### src/nvsrc_defs.svh
// Constant definitions for the nonvolatile store and recall control block.
`ifndef NVSRC_DEFS_SVH
`define NVSRC_DEFS_SVH

// ----------------------------------------------------------------
// Timing
// ----------------------------------------------------------------
`define NVS_CLK_NS 25
`define NVS_PU_NS 200
`define NVS_PU_CYC ((`NVS_PU_NS + `NVS_CLK_NS - 1) / `NVS_CLK_NS)
`define NVS_RECALL_NS 1500
`define NVS_RECALL_CYC (`NVS_RECALL_NS / `NVS_CLK_NS)
`define NVS_STORE_NS 10000000
`define NVS_STORE_CYC (`NVS_STORE_NS / `NVS_CLK_NS)

// ----------------------------------------------------------------
// Serial frame
// ----------------------------------------------------------------
`define NVS_FRAME_BITS 8
`define NVS_START_POS 7
`define NVS_OP_MSB 2
`define NVS_OP_STORE 3'h1
`define NVS_OP_RECALL 3'h5
`define NVS_OP_UNLOCK 3'h4
`define NVS_OP_WRDS 3'h0

// ----------------------------------------------------------------
// Register map
// ----------------------------------------------------------------
`define NVS_OFS_STATUS 8'h00
`define NVS_OFS_CMD 8'h04
`define NVS_OFS_RAM 8'h40
`define NVS_OFS_NV 8'h80
`define NVS_WIN_MASK 8'hc0
`define NVS_ST_PREV 0
`define NVS_ST_WEL 1
`define NVS_ST_STORE 2
`define NVS_ST_RECALL 3
`define NVS_ST_INHIBIT 4
`define NVS_ST_LOW 5

`endif

### src/nvsrc_pkg.sv
// Types and the instruction decoder shared by the control block.
`include "nvsrc_defs.svh"

package nvsrc_pkg;

	typedef enum logic [3:0] {
		ST_INHIBIT = 4'b0001,
		ST_IDLE = 4'b0010,
		ST_RECALL = 4'b0100,
		ST_STORE = 4'b1000
	} nvsrc_state_t;

	typedef enum logic [2:0] {
		CMD_NONE,
		CMD_STORE,
		CMD_RECALL,
		CMD_UNLOCK,
		CMD_LOCK
	} nvsrc_cmd_t;

	// A frame is a start bit, four ignored bits and a three bit opcode.
	function automatic nvsrc_cmd_t nvsrc_decode(input logic [7:0] frame);
		nvsrc_cmd_t c;
		c = CMD_NONE;
		if (frame[`NVS_START_POS]) begin
			case (frame[`NVS_OP_MSB:0])
				`NVS_OP_STORE: c = CMD_STORE;
				`NVS_OP_RECALL: c = CMD_RECALL;
				`NVS_OP_UNLOCK: c = CMD_UNLOCK;
				`NVS_OP_WRDS: c = CMD_LOCK;
				default: c = CMD_NONE;
			endcase
		end
		return c;
	endfunction : nvsrc_decode

endpackage : nvsrc_pkg

### src/nvsrc_xfer_if.sv
// Handshake between the controller and the array copy engine.
`timescale 1ns/1ps

interface nvsrc_xfer_if;
	logic start;
	logic to_nv;
	logic busy;
	logic step;
	logic done;
	logic [3:0] idx;

	modport eng (input start, input to_nv, output busy, output step, output done, output idx);
	modport ctl (output start, output to_nv, input busy, input step, input done, input idx);
endinterface : nvsrc_xfer_if

### src/nvsrc_copy.sv
// Array copy engine: sweeps every word once, then holds busy for the rest of the cycle time.
`timescale 1ns/1ps

module nvsrc_copy import nvsrc_pkg::*; #(
	parameter int WORDS = 16,
	parameter int CNT_W = 20,
	parameter int RECALL_CYC = `NVS_RECALL_CYC,
	parameter int STORE_CYC = `NVS_STORE_CYC
) (
	input wire logic pclk,
	input wire logic presetn,
	nvsrc_xfer_if.eng xf
);

	logic busy_q;
	logic dir_q;
	logic [CNT_W-1:0] cnt_q;
	logic [CNT_W-1:0] last;

	assign last = dir_q ? CNT_W'(STORE_CYC - 1) : CNT_W'(RECALL_CYC - 1);

	always_ff @(posedge pclk or negedge presetn) begin
		if (!presetn) begin
			busy_q <= 1'b0;
			dir_q <= 1'b0;
			cnt_q <= '0;
		end else if (!busy_q) begin
			cnt_q <= '0;
			if (xf.start) begin
				busy_q <= 1'b1;
				dir_q <= xf.to_nv;
			end
		end else if (cnt_q == last) begin
			busy_q <= 1'b0;
		end else begin
			cnt_q <= cnt_q + CNT_W'(1);
		end
	end

	assign xf.busy = busy_q;
	assign xf.step = busy_q && (cnt_q < CNT_W'(WORDS));
	assign xf.idx = cnt_q[3:0];
	assign xf.done = busy_q && (cnt_q == last);

endmodule : nvsrc_copy

### src/nvsrc_ctrl.sv
// Store and recall controller with serial decoder, latches, arrays and APB slave.
`timescale 1ns/1ps

// Behaviour
// - Recall instruction or low recall pin copies the whole nonvolatile array into RAM.
// - RAM writes and stores are refused until a pin or instruction recall has completed.
// - Any pin or instruction recall completion sets the previous-recall latch.
// - After power-up a recall runs by itself with no host action.
// - After power-up all functions are held off for at least 200 ns.
// - Store instruction or low store pin copies the whole RAM into nonvolatile array.
// - A store runs only while the previous-recall latch is set.
// - A store runs only while the write-enable latch is set.
// - While storing, every other function including instructions and pin recalls is ignored.
// - Finishing a store clears the write-enable latch.
// - Supply-low blocks stores and clears the write-enable latch.
// - Store instruction is start bit, four ignored bits, opcode 001.
// - Recall instruction is start bit, four ignored bits, opcode 101.
// - Unlock instruction, opcode 100, sets the write-enable latch.
// - The write-enable latch starts cleared at power-up.
module nvsrc_ctrl import nvsrc_pkg::*; #(
	parameter int WORDS = 16,
	parameter int DW = 16,
	parameter int STORE_CYC = `NVS_STORE_CYC
) (
	input wire logic pclk,
	input wire logic presetn,
	input wire logic psel,
	input wire logic penable,
	input wire logic pwrite,
	input wire logic [7:0] paddr,
	input wire logic [31:0] pwdata,
	output logic [31:0] prdata,
	output logic pready,
	output logic pslverr,
	input wire logic sk,
	input wire logic di,
	input wire logic ce,
	input wire logic recall_n,
	input wire logic store_n,
	input wire logic supply_low,
	output logic store_busy,
	output logic recall_busy
);

	localparam int PU_CYC = `NVS_PU_CYC;

	// ----------------------------------------------------------------
	// Pin synchronisers
	// ----------------------------------------------------------------
	logic [5:0] pin_s1_q;
	logic [5:0] pin_s2_q;
	logic sk_prev_q;
	logic sk_s;
	logic di_s;
	logic ce_s;
	logic recall_pin;
	logic store_pin;
	logic low_s;

	always_ff @(posedge pclk or negedge presetn) begin
		if (!presetn) begin
			pin_s1_q <= 6'h18;
			pin_s2_q <= 6'h18;
			sk_prev_q <= 1'b0;
		end else begin
			pin_s1_q <= {supply_low, store_n, recall_n, ce, di, sk};
			pin_s2_q <= pin_s1_q;
			sk_prev_q <= pin_s2_q[0];
		end
	end

	assign sk_s = pin_s2_q[0];
	assign di_s = pin_s2_q[1];
	assign ce_s = pin_s2_q[2];
	assign recall_pin = !pin_s2_q[3];
	assign store_pin = !pin_s2_q[4];
	assign low_s = pin_s2_q[5];

	// ----------------------------------------------------------------
	// Serial instruction shifter
	// ----------------------------------------------------------------
	logic [7:0] shift_q;
	logic [3:0] nbits_q;
	logic frame_q;
	logic sk_rise;

	assign sk_rise = sk_s && !sk_prev_q;

	// Bits before the start bit are skipped; a deselect clears the frame.
	always_ff @(posedge pclk or negedge presetn) begin
		if (!presetn) begin
			shift_q <= '0;
			nbits_q <= '0;
			frame_q <= 1'b0;
		end else if (!ce_s) begin
			shift_q <= '0;
			nbits_q <= '0;
			frame_q <= 1'b0;
		end else begin
			frame_q <= 1'b0;
			if (sk_rise && nbits_q < 4'(`NVS_FRAME_BITS) && (nbits_q != 4'h0 || di_s)) begin
				shift_q <= {shift_q[6:0], di_s};
				nbits_q <= nbits_q + 4'h1;
				frame_q <= (nbits_q == 4'(`NVS_FRAME_BITS - 1));
			end
		end
	end

	// ----------------------------------------------------------------
	// APB slave
	// ----------------------------------------------------------------
	logic [DW-1:0] ram_q [WORDS];
	logic [DW-1:0] nv_q [WORDS];
	logic [31:0] prdata_q;
	logic pslverr_q;
	logic setup;
	logic access;
	logic [3:0] widx;
	logic in_ram;
	logic in_nv;
	logic is_stat;
	logic is_cmd;
	logic ram_wr_ok;
	logic apb_ram_wr;
	nvsrc_cmd_t apb_cmd;
	nvsrc_state_t state_q;
	logic prev_q;
	logic wel_q;
	logic [31:0] status;

	assign setup = psel && !penable;
	assign access = psel && penable;
	assign widx = paddr[5:2];
	assign in_ram = (paddr & `NVS_WIN_MASK) == `NVS_OFS_RAM && paddr[1:0] == 2'h0;
	assign in_nv = (paddr & `NVS_WIN_MASK) == `NVS_OFS_NV && paddr[1:0] == 2'h0;
	assign is_stat = paddr == `NVS_OFS_STATUS;
	assign is_cmd = paddr == `NVS_OFS_CMD;
	assign ram_wr_ok = prev_q && wel_q && state_q == ST_IDLE;
	assign apb_ram_wr = access && pwrite && in_ram && ram_wr_ok;
	assign apb_cmd = (access && pwrite && is_cmd) ? nvsrc_decode(pwdata[7:0]) : CMD_NONE;
	assign pready = 1'b1;
	assign prdata = prdata_q;
	assign pslverr = pslverr_q && access;

	always_comb begin
		status = '0;
		status[`NVS_ST_PREV] = prev_q;
		status[`NVS_ST_WEL] = wel_q;
		status[`NVS_ST_STORE] = state_q == ST_STORE;
		status[`NVS_ST_RECALL] = state_q == ST_RECALL;
		status[`NVS_ST_INHIBIT] = state_q == ST_INHIBIT;
		status[`NVS_ST_LOW] = low_s;
	end

	// Read data and error are prepared in the setup phase for a zero-wait access.
	always_ff @(posedge pclk or negedge presetn) begin
		if (!presetn) begin
			prdata_q <= '0;
			pslverr_q <= 1'b0;
		end else if (setup) begin
			prdata_q <= '0;
			pslverr_q <= 1'b0;
			if (!pwrite && is_stat) begin
				prdata_q <= status;
			end else if (!pwrite && in_ram) begin
				prdata_q <= 32'(ram_q[widx]);
			end else if (!pwrite && in_nv) begin
				prdata_q <= 32'(nv_q[widx]);
			end else if (pwrite && is_cmd) begin
				pslverr_q <= state_q != ST_IDLE;
			end else if (pwrite && in_ram) begin
				pslverr_q <= !ram_wr_ok;
			end else begin
				pslverr_q <= 1'b1;
			end
		end
	end

	// ----------------------------------------------------------------
	// Request merge
	// ----------------------------------------------------------------
	nvsrc_cmd_t cmd;
	logic store_req;
	logic store_go;
	logic recall_req;

	assign cmd = frame_q ? nvsrc_decode(shift_q) : apb_cmd;
	assign store_req = cmd == CMD_STORE || store_pin;
	assign store_go = store_req && prev_q && wel_q && !low_s;
	assign recall_req = cmd == CMD_RECALL || recall_pin;

	// ----------------------------------------------------------------
	// Sequencer
	// ----------------------------------------------------------------
	nvsrc_xfer_if xf ();
	logic [7:0] pu_cnt_q;
	logic recall_user_q;

	nvsrc_copy #(
		.WORDS(WORDS),
		.CNT_W(20),
		.RECALL_CYC(`NVS_RECALL_CYC),
		.STORE_CYC(STORE_CYC)
	) u_copy (
		.pclk(pclk),
		.presetn(presetn),
		.xf(xf)
	);

	assign xf.start = (state_q == ST_IDLE && (store_go || recall_req)) ||
		(state_q == ST_INHIBIT && pu_cnt_q == 8'(PU_CYC - 1));
	assign xf.to_nv = state_q == ST_IDLE && store_go;

	always_ff @(posedge pclk or negedge presetn) begin
		if (!presetn) begin
			pu_cnt_q <= '0;
		end else if (state_q == ST_INHIBIT) begin
			pu_cnt_q <= pu_cnt_q + 8'h1;
		end
	end

	// Store outranks recall; requests in any busy state are dropped.
	always_ff @(posedge pclk or negedge presetn) begin
		if (!presetn) begin
			state_q <= ST_INHIBIT;
			recall_user_q <= 1'b0;
		end else begin
			case (state_q)
				ST_INHIBIT: begin
					if (pu_cnt_q == 8'(PU_CYC - 1)) begin
						state_q <= ST_RECALL;
						recall_user_q <= 1'b0;
					end
				end
				ST_IDLE: begin
					if (store_go) begin
						state_q <= ST_STORE;
					end else if (recall_req) begin
						state_q <= ST_RECALL;
						recall_user_q <= 1'b1;
					end
				end
				ST_RECALL: begin
					if (xf.done) begin
						state_q <= ST_IDLE;
					end
				end
				ST_STORE: begin
					if (xf.done) begin
						state_q <= ST_IDLE;
					end
				end
				default: state_q <= ST_INHIBIT;
			endcase
		end
	end

	// ----------------------------------------------------------------
	// Latches
	// ----------------------------------------------------------------
	always_ff @(posedge pclk or negedge presetn) begin
		if (!presetn) begin
			prev_q <= 1'b0;
		end else if (state_q == ST_RECALL && xf.done && recall_user_q) begin
			prev_q <= 1'b1;
		end
	end

	always_ff @(posedge pclk or negedge presetn) begin
		if (!presetn) begin
			wel_q <= 1'b0;
		end else if (low_s) begin
			wel_q <= 1'b0;
		end else if (state_q == ST_STORE && xf.done) begin
			wel_q <= 1'b0;
		end else if (state_q == ST_IDLE && !store_go && !recall_req) begin
			if (cmd == CMD_UNLOCK) begin
				wel_q <= 1'b1;
			end else if (cmd == CMD_LOCK) begin
				wel_q <= 1'b0;
			end
		end
	end

	// ----------------------------------------------------------------
	// Arrays
	// ----------------------------------------------------------------
	always_ff @(posedge pclk or negedge presetn) begin
		if (!presetn) begin
			for (int i = 0; i < WORDS; i++) begin
				ram_q[i] <= '0;
			end
		end else if (xf.step && state_q == ST_RECALL) begin
			ram_q[xf.idx] <= nv_q[xf.idx];
		end else if (apb_ram_wr) begin
			ram_q[widx] <= pwdata[DW-1:0];
		end
	end

	always_ff @(posedge pclk or negedge presetn) begin
		if (!presetn) begin
			for (int i = 0; i < WORDS; i++) begin
				nv_q[i] <= '0;
			end
		end else if (xf.step && state_q == ST_STORE) begin
			nv_q[xf.idx] <= ram_q[xf.idx];
		end
	end

	always_ff @(posedge pclk or negedge presetn) begin
		if (!presetn) begin
			store_busy <= 1'b0;
			recall_busy <= 1'b0;
		end else begin
			store_busy <= xf.busy && state_q == ST_STORE;
			recall_busy <= xf.busy && state_q == ST_RECALL;
		end
	end
endmodule : nvsrc_ctrl

### config.mk
export PLATFORM = sky130hd
export DESIGN_NAME = nvsrc_ctrl
export DESIGN_NICKNAME = d
export VERILOG_FILES = /design/src/nvsrc_pkg.sv /design/src/nvsrc_xfer_if.sv /design/src/nvsrc_copy.sv /design/src/nvsrc_ctrl.sv
export VERILOG_INCLUDE_DIRS = /design/src
export SDC_FILE = /design/constraint.sdc
export NUM_CORES = 2
export LEC_CHECK = 0
export BUFFER_PORTS_ARGS = -buffer_cell sky130_fd_sc_hd__buf_4
export CORE_MARGIN = 3
export CORE_UTILIZATION = 25
export CTS_CLUSTER_SIZE = 24
export DETAILED_ROUTE_END_ITERATION = 7
export GPL_ROUTABILITY_DRIVEN = 0
export PLACE_DENSITY = 0.47
export SETUP_SLACK_MARGIN = 0.2
export SLEW_MARGIN = 20
export SYNTH_ARGS = -nofsm -noshare
export SYNTH_HDL_FRONTEND = slang
export SYNTH_SLANG_ARGS = --single-unit
### constraint.sdc
create_clock -name pclk -period 3.62 [get_ports pclk]
set_input_delay 0.724 -clock pclk [delete_from_list [all_inputs] [get_ports pclk]]
set_output_delay 0.724 -clock pclk [all_outputs]
set_load 0.005 [all_outputs]
==> flow_summary_export.csv <==
group,metric,value,unit
logic_synthesis,ys_seq_area_share,45.07,%
floorplanning,coreArea,130300,um2
floorplanning,die_x,369.3,um
pwr,power.internal,0.01255,W
placement,dp_hpwl,76870,um
timing,period_needed,2903,ps
clock_tree,htreeDepth,3,
worst_setup_path,crit_path_start_kind,"flop",
clock_tree,hold_buffers,1,
clock_tree,clock_latency,650,ps
logic_synthesis,synth-edff-count,0,
timing,setup_viol,0,
pwr,p_leak,16.28,nW
clock_tree,clk_pin_slew,60,ps
job,cap_viol_max_count,0,
worst_setup_path,critPathMaxFanout,20,
clock_tree,clock-sinks,594,
global_route,grt_overflow,0,
clock_tree,clockBufferDepth,3,
route,drt_iter0_drc,2507,
pwr,power.share.clock,42.1,%
logic_synthesis,mappedNetlistArea,33000,um2
pwr,power_density,472.2,nW/um2
worst_setup_path,crit_type,"reg2reg",
final_layout,layout_commonest_cell,"nand2_1",
timing,slew_viol_final,0,
pwr,vdd_drop_max,0.3016,mV
pwr,seq_power_share,39.0,%
global_route,antenna_found_initial,3,
worst_setup_path,r2r_end,"ram_q[219]$_DFFE_PN0P_",
global_route,grt_pass1_vias,24680,
timing,hold_viol,0,
status,status,"completed",
clock_tree,cts-root-buf,"clkbuf_16",
timing,clock_skew,35.57,ps
logic_synthesis,synthCells,2946,
global_route,grt_max_degree,140,
floorplanning,die_y,369.3,um
pwr,p_comb_share,18.9,%
final_layout,areaGrowthSynthToFinish,16.65,%
logic_synthesis,synth_ff_type,"dfrtp_1",
clock_tree,cts_resized,0,
timing,fmax,344.5,MHz
worst_setup_path,cp_data_arrival_time,3470,ps
route,viasPerCell,5.179,
route,ant_nets,0,
route,num_vias,24740,
logic_synthesis,ys_types,72,
worst_setup_path,crit-reg2reg-launch,"u_copy.cnt_q[0]$_DFFE_PN0P_",
floorplanning,rows,132,
route,routed_wl,119600,um
global_route,track_usage,17.45,%
placement,numPortBuffers,53,
worst_setup_path,reg2reg_slack,720,ps
logic_synthesis,synth_seq_cells,594,
timing,setup_tns,0,ps
timing,maxSlewHeadroom,16.77,%
pwr,p_sw_share,30.95,%
floorplanning,initial_core_util,25.32,%
route,avgRoutedWirePerCell,25.02,um
global_route,grt_pass1_wl,177100,um
worst_setup_path,cp-end-kind,"flop",
clock_tree,post-cts-setup-buffers,0,
final_layout,final_net_count,3032,
hold_path,min_from,"di",
hold_path,hold_class,"in2reg",
pwr,p_total,0.01818,W
logic_synthesis,yosys_warnings,0,
clock_tree,cts_tree,"done",
pwr,netSwitchingPower,0.005626,W
hold_path,holdPathStages,1,
timing,rsz0062_at_grt,"no",
logic_synthesis,syn_avg_cell_area,11.20,um2
worst_setup_path,ff2ff_path_depth,8,
route,remaining_drc_errors,0,
route,first_pass_iters,8,
logic_synthesis,ys_async_sr_fraction,100.0,%
clock_tree,numCtsBuffers,74,
final_layout,most-common-layout-cells,"nand2_1, dfrtp_1, mux4_2",
timing,tightest_slew,1247,ps
worst_setup_path,worstPathRequired,4190,ps
final_layout,drive_gt1_share,27.01,%
hold_path,hold_end,"pin_s1_q[1]$_DFF_PN0_",
floorplanning,pin_count,87,
floorplanning,die_area,136400,um2
timing,min_period_over_period,80.19,%
flip-flops by register name, indices dropped and copies added, names as in the netlist:
signal          flops
u_copy.cnt_q       20
pin_s1_q            6
pu_cnt_q            8
recall_user_q       1
state_q             4
recall_busy         1
prdata             16
nv_q              256
store_busy          1
u_copy.dir_q        1
prev_q              1
nbits_q             4
pslverr_q           1
ram_q             256
pin_s2_q            6
frame_q             1
shift_q             8
u_copy.xf.busy      1
sk_prev_q           1
wel_q               1
power by group through the flow:
stage          clock [W]  combinational [W]  sequential (W)
6_report         0.00765            0.00344         0.00709
5_1_grt          0.00810            0.00366         0.00710
4_1_cts          0.00784            0.00349         0.00709
3_5_place_dp           0            0.00348         0.00721
3_3_place_gp           0            0.00348         0.00721
2_1_floorplan          0            0.00237         0.00693
routing by layer:
layer  GRT usage [%]  share of wire [%]  wire length (um)  up-vias
li1                -                  -                 -    10830
met1           25.25                 46             55010    13000
met2           26.73                 45             54210      761
met3           3.062                6.0              7201      152
met4           4.888                2.6              3133        0
met5               0                  0                 0        -
synth_stat cells (all sizes together), types with 3 or more instances:
| cell | number | share of area, % |
|---|---|---|
| o21a | 3 | 0.068 |
| and2 | 5 | 0.095 |
| a21boi | 3 | 0.080 |
| mux4 | 297 | 20 |
| or2 | 4 | 0.076 |
| nor2b | 29 | 0.55 |
| xor2 | 5 | 0.13 |
| nor4b | 5 | 0.20 |
| nand2b | 8 | 0.15 |
| mux2i | 42 | 1.3 |
| xnor2 | 17 | 0.45 |
| ha | 7 | 0.27 |
| nor2 | 61 | 0.70 |
| a31oi | 3 | 0.057 |
| nand3 | 29 | 0.44 |
| a21oi | 9 | 0.14 |
| nand3b | 3 | 0.068 |
| nand4 | 9 | 0.22 |
| a32oi | 3 | 0.080 |
| nor4 | 46 | 2.0 |
| nand4b | 3 | 0.080 |
| a221o | 10 | 0.30 |
| or3 | 5 | 0.095 |
| o21ai | 281 | 4.3 |
| a22oi | 253 | 6.9 |
| clkbuf | 145 | 1.7 |
| buf | 144 | 2.7 |
| dfstp | 5 | 0.40 |
| nand2 | 834 | 9.5 |
| o32a | 4 | 0.12 |
| mux2 | 18 | 0.61 |
| inv | 13 | 0.15 |
| or4 | 5 | 0.11 |
| dfrtp | 589 | 45 |
| nor3 | 15 | 0.24 |
| o31ai | 4 | 0.091 |
| and3 | 3 | 0.057 |
stage by stage:
stage               cell area [um2]  instances  util, %  hold slack [ps]  setup WS (ps)
floorplan                     33050       2961        -            331.2          721.3
CTS                           38480       4774    29.53            151.3          705.8
finish                        38490       4778    29.54            192.7          717.1
global placement              35980       4639    27.61            346.0          299.5
detailed placement            35980       4639    27.61            347.1          305.8
global route                  38480       4774    29.53            160.9          613.1
worst max-delay path by stage:
stage                                start                endpoint  slack [ps]  cells after the start
6_report       u_copy.cnt_q[0]$_DFFE_PN0P_  ram_q[219]$_DFFE_PN0P_         720                      8
3_3_place_gp                      paddr[5]  ram_q[126]$_DFFE_PN0P_         300                      8
2_1_floorplan                     paddr[2]  prdata[10]$_DFFE_PN0P_         720                      6
4_1_cts        u_copy.cnt_q[0]$_DFFE_PN0P_  ram_q[186]$_DFFE_PN0P_         710                      5
3_5_place_dp                      paddr[3]  ram_q[106]$_DFFE_PN0P_         310                      8
5_1_grt        u_copy.cnt_q[0]$_DFFE_PN0P_  ram_q[219]$_DFFE_PN0P_         610                      8
kinds of logic (layout without fill, tap and decap cells):
group | count (synthesis) | after routing | share of synthesized area [%]
AO/OA/AOI/OAI | 589 | 589 | 12.56
XOR/XNOR | 22 | 22 | 0.5839
adder cells (fa/ha/maj) | 7 | 7 | 0.2654
buffers and inverters | 302 | 373 | 4.512
flip-flops | 594 | 594 | 45.07
multiplexers | 357 | 357 | 22.16
other | 2 | 21 | 0.02276
AND/OR/NAND/NOR | 1073 | 1073 | 14.83
worst max-delay path, stage by stage (launching register included):
cell     delay, ps
dfrtp_4        750
inv_1          170
ha_1           370
nand2_1        160
nor4_4          50
nor2_2         920
buf_4          290
nand2_1         60
nand2_1         60
layout make-up:
| class | count | area [um2] |
|---|---|---|
| Inverter | 13 | 48.80 |
| Clock buffer | 110 | 2188 |
| Sequential cell | 594 | 14890 |
| Fill cell | 13430 | 91820 |
| Tap cell | 1742 | 2180 |
| Clock inverter | 24 | 300.3 |
| Antenna cell | 4 | 10.01 |
| Multi-Input combinational cell | 2065 | 16930 |
| Timing Repair Buffer | 226 | 1954 |
No activity file was read; power rests on OpenSTA's default activity.
